### src/shared/pcbar_map.svh
`ifndef PCBAR_MAP_SVH
`define PCBAR_MAP_SVH
// Configuration space byte offsets
`define PCBAR_OFS_ID 8'h00
`define PCBAR_OFS_STATCMD 8'h04
`define PCBAR_OFS_CLASSREV 8'h08
`define PCBAR_OFS_WIN0 8'h10
`define PCBAR_OFS_ROM 8'h30
`define PCBAR_OFS_SUBSYS 8'h2C
`define PCBAR_OFS_LATGNT 8'h3C
// Field positions and values, counts, limits and clock rates
`define PCBAR_STAT_FAST_BIT 21
`define PCBAR_ATTR_BITS 4
`define PCBAR_ATTR_MEM64 4'h4
`define PCBAR_ROM_LOW_BITS 11
`define PCBAR_WIN_COUNT 6
`define PCBAR_UPPER_MIN 8
`define PCBAR_UPPER_MAX 32
`define PCBAR_DEF_MASK0 32'hFFF0_0000
`define PCBAR_FAST_MHZ 66
`define PCBAR_CLK_MHZ 25
`endif

### src/shared/pcbar_pkg.sv
package pcbar_pkg;
   typedef struct packed {
      logic [7:0] addr;
      logic [31:0] wdata;
      logic wr;
      logic rd;
   } pcbar_req_t;

   typedef struct packed {
      logic [5:0][31:0] win;
      logic [31:0] rom;
      logic [31:0] rdata;
   } pcbar_state_t;

   typedef enum logic [1:0] {
      PCBAR_PAIR_NONE = 2'b01,
      PCBAR_PAIR_10 = 2'b10,
      PCBAR_PAIR_21 = 2'b11
   } pcbar_pair_t;
endpackage

### src/hw/pcbar_bank.sv
// Functional notes
// - The bank is meant for a bus clock of at most 66 MHz.
// - Status bit 5 reads set only when the fast-clock option is on.
// - Identity, revision, subsystem, grant, latency and class registers are read-only.
// - Up to six 32-bit base windows plus one expansion ROM window, count set at build.
// - A 64-bit window may pair windows one and zero, or two and one.
// - A build with no base window enabled is refused.
// - Enabled windows sit consecutively from window zero.
// - By default window zero is on and decodes one megabyte of memory.
// - A non-hardwired window stores the address software writes and decodes on it.
// - A hardwired window ignores writes and returns its parameter.
// - A hardwired window returns the parameter on all bits, attribute bits included.
// - The upper half of a 64-bit window has 8 to 32 writable bits.
`include "pcbar_map.svh"
module pcbar_bank
   import pcbar_pkg::*;
#(
   parameter int BUS_MHZ = `PCBAR_CLK_MHZ,
   parameter bit FAST_CLOCK_CAPABLE_OPTION = 1'b0,
   parameter logic [15:0] VENDOR_CODE = 16'h0000, // Arbitrary identity value
   parameter logic [15:0] DEVICE_CODE = 16'h0000, // Arbitrary identity value
   parameter logic [7:0] REVISION_CODE = 8'h00,   // Arbitrary identity value
   parameter logic [15:0] SUBSYS_VENDOR_CODE = 16'h0000, // Arbitrary identity value
   parameter logic [15:0] SUBSYS_CODE = 16'h0000, // Arbitrary identity value
   parameter logic [23:0] CLASS_CODE = 24'hFF_0000,
   parameter logic [7:0] MIN_GRANT = 8'h00,
   parameter logic [7:0] MAX_LATENCY = 8'h00,
   parameter int NUM_WINDOWS = 1,
   parameter pcbar_pair_t PAIRING = PCBAR_PAIR_NONE,
   parameter int UPPER_BITS = 32,
   parameter logic [5:0][31:0] WINDOW_MASK = {{5{32'h0000_0000}}, `PCBAR_DEF_MASK0},
   parameter logic [5:0][3:0] WINDOW_ATTR = '0,
   parameter logic [5:0] HARDWIRED = '0,
   parameter logic [5:0][31:0] HARDWIRED_VALUE = '0,
   parameter bit ROM_ENABLE = 1'b0,
   parameter logic [31:0] ROM_MASK = 32'hFFFF_0000,
   parameter bit ROM_HARDWIRED = 1'b0,
   parameter logic [31:0] ROM_HARDWIRED_VALUE = 32'h0000_0000
) (
   input wire logic CORE_CLK_I,
   input wire logic RST_I,
   input wire logic [7:0] CFG_ADDR_I,
   input wire logic [31:0] CFG_WDATA_I,
   input wire logic CFG_WR_I,
   input wire logic CFG_RD_I,
   output logic [31:0] CFG_RDATA_O,
   input wire logic [63:0] ACCESS_ADDR_I,
   output logic [5:0] WINDOW_HIT_O,
   output logic ROM_HIT_O
);
   localparam int LOWER_OF_PAIR = (PAIRING == PCBAR_PAIR_21) ? 1 : 0;

   // Build checks
   initial begin
      if (BUS_MHZ > `PCBAR_FAST_MHZ) $error("Bus clock above supported rate");
      if (NUM_WINDOWS < 1 || NUM_WINDOWS > `PCBAR_WIN_COUNT)
         $error("Window count out of range");
      if (UPPER_BITS < `PCBAR_UPPER_MIN || UPPER_BITS > `PCBAR_UPPER_MAX)
         $error("Upper writable width out of range");
      if (PAIRING != PCBAR_PAIR_NONE && NUM_WINDOWS < LOWER_OF_PAIR + 2)
         $error("Paired window not enabled");
   end

   function automatic logic is_upper(input int idx);
      return (PAIRING != PCBAR_PAIR_NONE) && (idx == LOWER_OF_PAIR + 1);
   endfunction

   function automatic logic [31:0] eff_mask(input int idx);
      logic [31:0] m;
      m = '0;
      if (idx < NUM_WINDOWS) begin
         if (is_upper(idx)) begin
            m = (UPPER_BITS == 32) ? 32'hFFFF_FFFF :
               ((32'h0000_0001 << UPPER_BITS) - 32'h0000_0001);
         end else begin
            m = WINDOW_MASK[idx] & ~32'h0000_000F;
         end
      end
      return m;
   endfunction

   function automatic logic [31:0] attr_bits(input int idx);
      logic [31:0] a;
      a = '0;
      if (idx < NUM_WINDOWS && !is_upper(idx)) begin
         a[3:0] = WINDOW_ATTR[idx];
         if (PAIRING != PCBAR_PAIR_NONE && idx == LOWER_OF_PAIR) begin
            a[3:0] = WINDOW_ATTR[idx] | `PCBAR_ATTR_MEM64;
         end
      end
      return a;
   endfunction

   pcbar_req_t req;
   pcbar_state_t st, next_st;
   logic [31:0] win_value [6];
   logic [31:0] rom_value;
   logic [31:0] stat_word;

   assign req = '{addr: CFG_ADDR_I, wdata: CFG_WDATA_I, wr: CFG_WR_I, rd: CFG_RD_I};
   assign stat_word = FAST_CLOCK_CAPABLE_OPTION ?
      (32'h0000_0001 << `PCBAR_STAT_FAST_BIT) : 32'h0000_0000;

   always_comb begin
      for (int i = 0; i < `PCBAR_WIN_COUNT; i++) begin
         if (HARDWIRED[i] && i < NUM_WINDOWS) begin
            win_value[i] = HARDWIRED_VALUE[i];
         end else begin
            win_value[i] = (st.win[i] & eff_mask(i)) | attr_bits(i);
         end
      end
      if (!ROM_ENABLE) begin
         rom_value = '0;
      end else if (ROM_HARDWIRED) begin
         rom_value = ROM_HARDWIRED_VALUE;
      end else begin
         rom_value = (st.rom & ROM_MASK) | {31'h0000_0000, st.rom[0]};
      end
   end

   always_comb begin
      next_st = st;
      next_st.rdata = '0;
      if (req.wr) begin
         for (int i = 0; i < `PCBAR_WIN_COUNT; i++) begin
            // Hardwired windows and identity words have no write path
            if (req.addr == `PCBAR_OFS_WIN0 + 8'(4 * i) && !HARDWIRED[i]) begin
               next_st.win[i] = req.wdata & eff_mask(i);
            end
         end
         if (req.addr == `PCBAR_OFS_ROM && !ROM_HARDWIRED) begin
            next_st.rom = req.wdata & (ROM_MASK | 32'h0000_0001);
         end
      end
      if (req.rd) begin
         if (req.addr == `PCBAR_OFS_ID) begin
            next_st.rdata = {DEVICE_CODE, VENDOR_CODE};
         end else if (req.addr == `PCBAR_OFS_STATCMD) begin
            next_st.rdata = stat_word;
         end else if (req.addr == `PCBAR_OFS_CLASSREV) begin
            next_st.rdata = {CLASS_CODE, REVISION_CODE};
         end else if (req.addr == `PCBAR_OFS_SUBSYS) begin
            next_st.rdata = {SUBSYS_CODE, SUBSYS_VENDOR_CODE};
         end else if (req.addr == `PCBAR_OFS_ROM) begin
            next_st.rdata = rom_value;
         end else if (req.addr == `PCBAR_OFS_LATGNT) begin
            next_st.rdata = {MAX_LATENCY, MIN_GRANT, 16'h0000};
         end else begin
            for (int i = 0; i < `PCBAR_WIN_COUNT; i++) begin
               if (req.addr == `PCBAR_OFS_WIN0 + 8'(4 * i)) begin
                  next_st.rdata = win_value[i];
               end
            end
         end
      end
   end

   always_ff @(posedge CORE_CLK_I) begin
      if (RST_I) begin
         st <= '0;
      end else begin
         st <= next_st;
      end
   end

   assign CFG_RDATA_O = st.rdata;

   // Decode; the paired lower window compares both halves
   genvar g;
   generate
      for (g = 0; g < `PCBAR_WIN_COUNT; g++) begin : g_dec
         // Wrapped index keeps the last window's unused pair lookup in range
         localparam int NXT = (g + 1) % `PCBAR_WIN_COUNT;
         logic [63:0] base64, mask64;
         always_comb begin
            if (PAIRING != PCBAR_PAIR_NONE && g == LOWER_OF_PAIR) begin
               base64 = {win_value[NXT], win_value[g]};
               mask64 = {eff_mask(NXT), eff_mask(g)};
            end else begin
               base64 = {32'h0000_0000, win_value[g]};
               mask64 = {32'hFFFF_FFFF, eff_mask(g)};
            end
         end
         pcbar_match #(.WIDTH(64)) u_match (
            .base_i(base64),
            .mask_i(mask64),
            .addr_i(ACCESS_ADDR_I),
            .enable_i((g < NUM_WINDOWS) && !is_upper(g) && (eff_mask(g) != '0)),
            .hit_o(WINDOW_HIT_O[g])
         );
      end
   endgenerate

   pcbar_match #(.WIDTH(64)) u_rom_match (
      .base_i({32'h0000_0000, rom_value}),
      .mask_i({32'hFFFF_FFFF, ROM_MASK}),
      .addr_i(ACCESS_ADDR_I),
      .enable_i(ROM_ENABLE && rom_value[0]),
      .hit_o(ROM_HIT_O)
   );
endmodule

### src/hw/pcbar_match.sv
`include "pcbar_map.svh"
module pcbar_match
   import pcbar_pkg::*;
#(
   parameter int WIDTH = 32
) (
   input wire logic [WIDTH-1:0] base_i,
   input wire logic [WIDTH-1:0] mask_i,
   input wire logic [WIDTH-1:0] addr_i,
   input wire logic enable_i,
   output logic hit_o
);
   // Only bits the mask marks writable take part in the compare
   assign hit_o = enable_i && (((base_i ^ addr_i) & mask_i) == '0);
endmodule

### config.mk
export PLATFORM = sky130hd
export DESIGN_NAME = pcbar_bank
export DESIGN_NICKNAME = d
export VERILOG_FILES = /design/src/shared/pcbar_pkg.sv /design/src/hw/pcbar_bank.sv /design/src/hw/pcbar_match.sv
export VERILOG_INCLUDE_DIRS = /design/src /design/src/shared
export SDC_FILE = /design/constraint.sdc
export NUM_CORES = 1
export LEC_CHECK = 0
export ABC_AREA = 0
export BUFFER_PORTS_ARGS = -buffer_cell sky130_fd_sc_hd__buf_4
export CORE_MARGIN = 8
export CORE_UTILIZATION = 33
export CTS_CLUSTER_DIAMETER = 200
export DETAILED_ROUTE_END_ITERATION = 10
export GPL_ROUTABILITY_DRIVEN = 1
export HOLD_SLACK_MARGIN = 0.12
export MAX_ROUTING_LAYER = met4
export PLACE_DENSITY = 0.81
export SLEW_MARGIN = 15
export SYNTH_ARGS = -nofsm -noshare
export SYNTH_HDL_FRONTEND = slang
export SYNTH_SLANG_ARGS = --single-unit
### constraint.sdc
create_clock -name CORE_CLK_I -period 2.7 [get_ports CORE_CLK_I]
set_input_delay 0.675 -clock CORE_CLK_I [delete_from_list [all_inputs] [get_ports CORE_CLK_I]]
set_output_delay 0.675 -clock CORE_CLK_I [all_outputs]
set_load 0.1 [all_outputs]
Word-level counts from Yosys, hierarchy flattened. Index checks and enable logic that the tools add are counted.

Bits in registers: 64. Latch bits: 0. Bits in writable memories: 0. ROM bits: 0. Bits of input ports: 108. Word-level logic and storage cells: 37. Memories: 0.

Add/subtract/negate cells: 0. Multiply operators: 0. Divide/modulo/power cells: 0. Magnitude comparators: 0. Eq/ne operators: 11. Shifts and indexed selects: 0. Muxes and demuxes: 12. Bitwise logic cells: 4. Reductions and logical operators: 6.

Operators by type and width (count): $mux W32 (12); $logic_not A64 Y1 (1); $xor A32 B64 Y64 (1); $eq A8 B6 Y1 const B (5); $and A32 B32 Y32 (1); $eq A8 B5 Y1 const B (4); $reduce_or A14 Y1 (1); $reduce_or A13 Y1 (1); $eq A8 B3 Y1 const B (1); $eq A8 B4 Y1 const B (1); $logic_not A8 Y1 (1); $reduce_or A4 Y1 (1); $not A1 Y1 (2); $reduce_and A2 Y1 (1).

Depth between registers and ports, before layout.
Word-level depth: 11. Depth in mapped cells: 6.

Hierarchy. From an unflattened synthesis, not the netlist that was laid out.

Cell total of the unflattened synthesis: 859. Area, all modules: 7372.1 µm².

By module, submodules not included: pcbar_match (times used 7, cells each 106, area each 893.4 µm²); pcbar_bank (times used 1, cells each 117, area each 1118.6 µm²).

Worst setup path after synthesis. OpenSTA, ideal clock, no wires.

Path kind: in2out. From: input port ACCESS_ADDR_I[31]. To: output port WINDOW_HIT_O[0]. Arrival time: 1638 ps. Path slack: 387 ps. Stages on the path: 5. Buffers on the path: 1. Cells stage by stage: xor2_1 -> nor4_1 -> nand3_1 -> nor3_1 -> buf_4.

Cells in the longest elaborated chain, start to end: 2.

Ends and longest elaborated chain: start: declaration (RTL line pcbar_bank.sv:47) `input wire logic [63:0] ACCESS_ADDR_I,`; $xor A32 B64 Y64 (RTL line pcbar_match.sv:14) `assign hit_o = enable_i && (((base_i ^ addr_i) & mask_i) == '0);`; $logic_not A64 Y1 (RTL line pcbar_match.sv:14); end: declaration (RTL line pcbar_bank.sv:48) `output logic [5:0] WINDOW_HIT_O,`.

Every way passes these cells.

Final worst setup path.
From: input port ACCESS_ADDR_I[25]. To: output port WINDOW_HIT_O[0].

The elaborated chain is that of the path after synthesis.

==> impl_summary.txt <==
----------------------------------------------------
[Synthesis]
  Mux share of post-synthesis cell area ... 0.0979
  Yosys reg bits ... 24
  Number of library cell types mapped by synthesis ... 23
  Adder-cell area share of the yosys netlist ... 0
  Post-Syn Instances ... 137
  Share of the yosys chip area belonging to registers ... 0.391
  Count of warnings emitted by yosys ... 0
  Xor/xnor share of the synthesized area ... 0.0856
  Dominant combinational cell family by area after synthesis ... simple AND/OR/NAND/NOR gates
  Simple-gate share of the synthesized area ... 0.230
  Average cell area after synthesis ... 8.96 um^2
  Post-synth design cell area ... 1230 um^2
  Compound-Gate Fraction of Synth Area ... 0

[Final layout]
  Post-route cell area ... 1840 um^2
  Fraction of layout cells with a size suffix above 1 ... 0.426
  Final #Nets ... 325
  Layout-stage area growth over the synthesis result ... 49.7%
  Non-filler cells, final ... 264
  Layout fillers ... 355
  Most common library cell in the layout ignoring fill and taps ... buf_4
  Area taken by flip-flops and latches ... 480 um^2
  Total area of multi-input combinational cells ... 617 um^2
  Most used cells in the layout excluding fill and tap cells ... buf_4, conb_1, dfxtp_1, nand2_1
  Number of diodes ... 0

[Clock network]
  Clock tree from TritonCTS ... done
  Source-to-sink clock delay at the later pin of the worst-skew pair ... 260 ps
  CTS clk-pin slew, worst paths ... 70 ps
  Clock tree buffer depth ... 2
  Post-CTS setup-driven buffer insertion count ... 0
  Maximum level of the CTS H-tree ... 1
  Total CTS buffers ... 3
  CTS Sinks ... 24
  Clock root buffer master ... clkbuf_8
  Post-CTS Hold Buffers ... 0

[Detailed routing]
  Number of routed nets with antenna violations ... 0
  Routed via count divided by cell count ... 4.12
  Length of the first detailed-routing pass in iterations ... 3
  Detailed Route Iter0 Violations ... 43
  Detailed-route via count ... 1088
  Routed length per placed instance ... 13.6 um
  DRC errors left ... 0
  Overall routed net length ... 3.58 mm

[Timing]
  Post-route setup slack ... 204 ps
  Unrepaired setup endpoints after global routing ... false
  Period Utilization, post-route ... 0.924
  Clock period minus final worst setup slack ... 2500 ps
  Total Neg Setup Slack ... 0 ps
  Hold Vio Cnt, Final ... 0
  Count of final setup violators ... 0
  Peak Freq ... 401 MHz
  Final max-slew violation count ... 0
  Final clock skew ... 5.09 ps

[Die]
  Height of the die ... 77.0 um
  DIE AREA ... 5930 um^2
  Die width ... 77.0 um
  Core outline area ... 3610 um^2
  Count of pins on the block boundary ... 147
  Starting Density ... 0.340
  Number of standard-cell rows in the floorplan ... 22

[Pwr]
  Power per standard cell area ... 458 nW/um^2
  Standby leakage power ... 1.03 nW
  Net switching component of the power ... 0.289 mW
  Int Pwr ... 0.553 mW
  Clock network fraction of total power ... 0.279
  Switching share of power ... 0.343
  Share of power burned in combinational logic ... 0.300
  Power share of the sequential group ... 0.421
  Maximum ir drop on the vdd rail ... 187 uV

[Critical path]
  Reg-to-reg setup timing slack ... 2030 ps
  Length in cells of the worst reg-to-reg path ... 2
  Required time of the worst setup path ... 2030 ps
  Setup crit start kind ... primary input
  Endpoint class of the critical path ... primary output
  Endpoint of the worst setup timing path ... WINDOW_HIT_O[0]
  Launching point of the worst reg2reg path ... g_dec[0].base64[30]
  Worst Setup Path Type ... in -> out
  Data arrival time at the worst-slack endpoint ... 1820 ps
  Reg-to-Reg End ... g_dec[0].base64[30]
  Critical path startpoint ... ACCESS_ADDR_I[25]
  Top fanout value on the critical path ... 1

[Global routing]
  Maximum number of pins on one net before global-route repair ... 14
  First-pass GRT wire length ... 5.51 mm
  Overall fraction of global-route tracks in use ... 0.117
  Via count of the first global-routing pass ... 1208
  Overall overflow remaining after global route ... 0
  Number of antenna violations at the first check in global routing ... 0

[Job]
  Total of max-cap violations ... 0

[Outcome]
  Result of the run ... finished, final reports clean

[Placement]
  Area of placed instances ... 1770 um^2
  Number of cells after detailed placement ... 260
  HPWL reported at the end of detailed placement ... 3.16 mm
  RD Place Congestion ... 0.808
  Worst slack at placement ... 97.0 ps
  Port Buffers ... 80

[Worst hold path]
  Hold Path Class ... reg -> reg

----------------------------------------------------
## cell usage after synthesis
cell,n,share of area
mux2i_1,12,0.098
conb_1,1,0.0031
nand2b_1,2,0.010
buf_2,1,0.0041
or2_2,1,0.0051
nand4_1,2,0.010
buf_4,27,0.17
and2_1,4,0.020
nor2_1,12,0.037
xor2_1,12,0.086
inv_1,1,0.0031
buf_6,1,0.0092
or2b_2,1,0.0071
clkbuf_2,1,0.0041
nor3_1,1,0.0041
or4_1,1,0.0061
or4_4,1,0.0092
or4_2,1,0.0071
nor4_1,12,0.061
nand2_1,16,0.049
nand3_1,1,0.0041
clkbuf_1,2,0.0061
dfxtp_1,24,0.39
## through the flow
step / util / hold slack [ps] / power (mW)
2_1_floorplan: - / 447 / 0.564
3_3_place_gp: 0.490 / 467 / 0.611
3_5_place_dp: 0.490 / 471 / 0.613
4_1_cts: 0.505 / 482 / 0.846
5_1_grt: 0.510 / 520 / 0.877
6_report: 0.510 / 483 / 0.842
## logic make-up (layout without fill, tap and decap cells)
group | after synthesis | count (layout)
other | 1 | 26
XOR/XNOR | 12 | 12
AND/OR/NAND/NOR | 55 | 55
flip-flops | 24 | 24
buffers and inverters | 33 | 87
multiplexers | 12 | 12
## sequential cells by signal, summed over array words and instances (netlist names)
register,flops
g_dec.base64,12
CFG_RDATA_O,12
## cell type report
cell class,count,share of cell area
clock buffers,4,0.0300
flip-flops and latches,24,0.261
repair buffers,82,0.338
inverters,1,0.00204
multi-input cells,105,0.336
well taps,48,0.0327
## how the worst min path moves through the flow
stage                             start               to  slack [ps]  depth (start not counted)
floorplan           g_dec[0].base64[24]  CFG_RDATA_O[24]         450                          2
global placement    g_dec[0].base64[28]  CFG_RDATA_O[28]         470                          2
detailed placement  g_dec[0].base64[27]  CFG_RDATA_O[27]         470                          2
CTS                 g_dec[0].base64[27]  CFG_RDATA_O[27]         480                          2
global route        g_dec[0].base64[28]  CFG_RDATA_O[28]         520                          2
finish              g_dec[0].base64[31]  CFG_RDATA_O[31]         480                          2
## power groups by stage
stage                     registers [mW]  logic, mW  clock network [mW]
after CTS                          0.354      0.251               0.242
after detailed placement           0.363      0.251                   0
after floorplan                    0.363      0.201                   0
after global routing               0.354      0.263               0.260
after global placement             0.363      0.249                   0
final                              0.354      0.253               0.235
## critical path, stage by stage
cell	delay, ps
buf_4	110
xor2_1	130
nor4_1	280
nand3_1	140
nor3_2	210
clkbuf_8	270
## metal layers
metal,global-route usage,up-vias,share of wire
met5,-,-,0
met1,0.112,489,0.37
li1,-,561,-
met3,0.0303,4,0.051
met4,0.0623,0,0.018
met2,0.212,34,0.56
## timing repair
| item | in CTS | in global routing |
|---|---|---|
| setup endpoints to repair | 0 | 1 |
| gates resized for setup | 0 | 4 |
| endpoints found under the hold margin | 0 | 0 |
No activity file was read; power rests on OpenSTA's default activity.
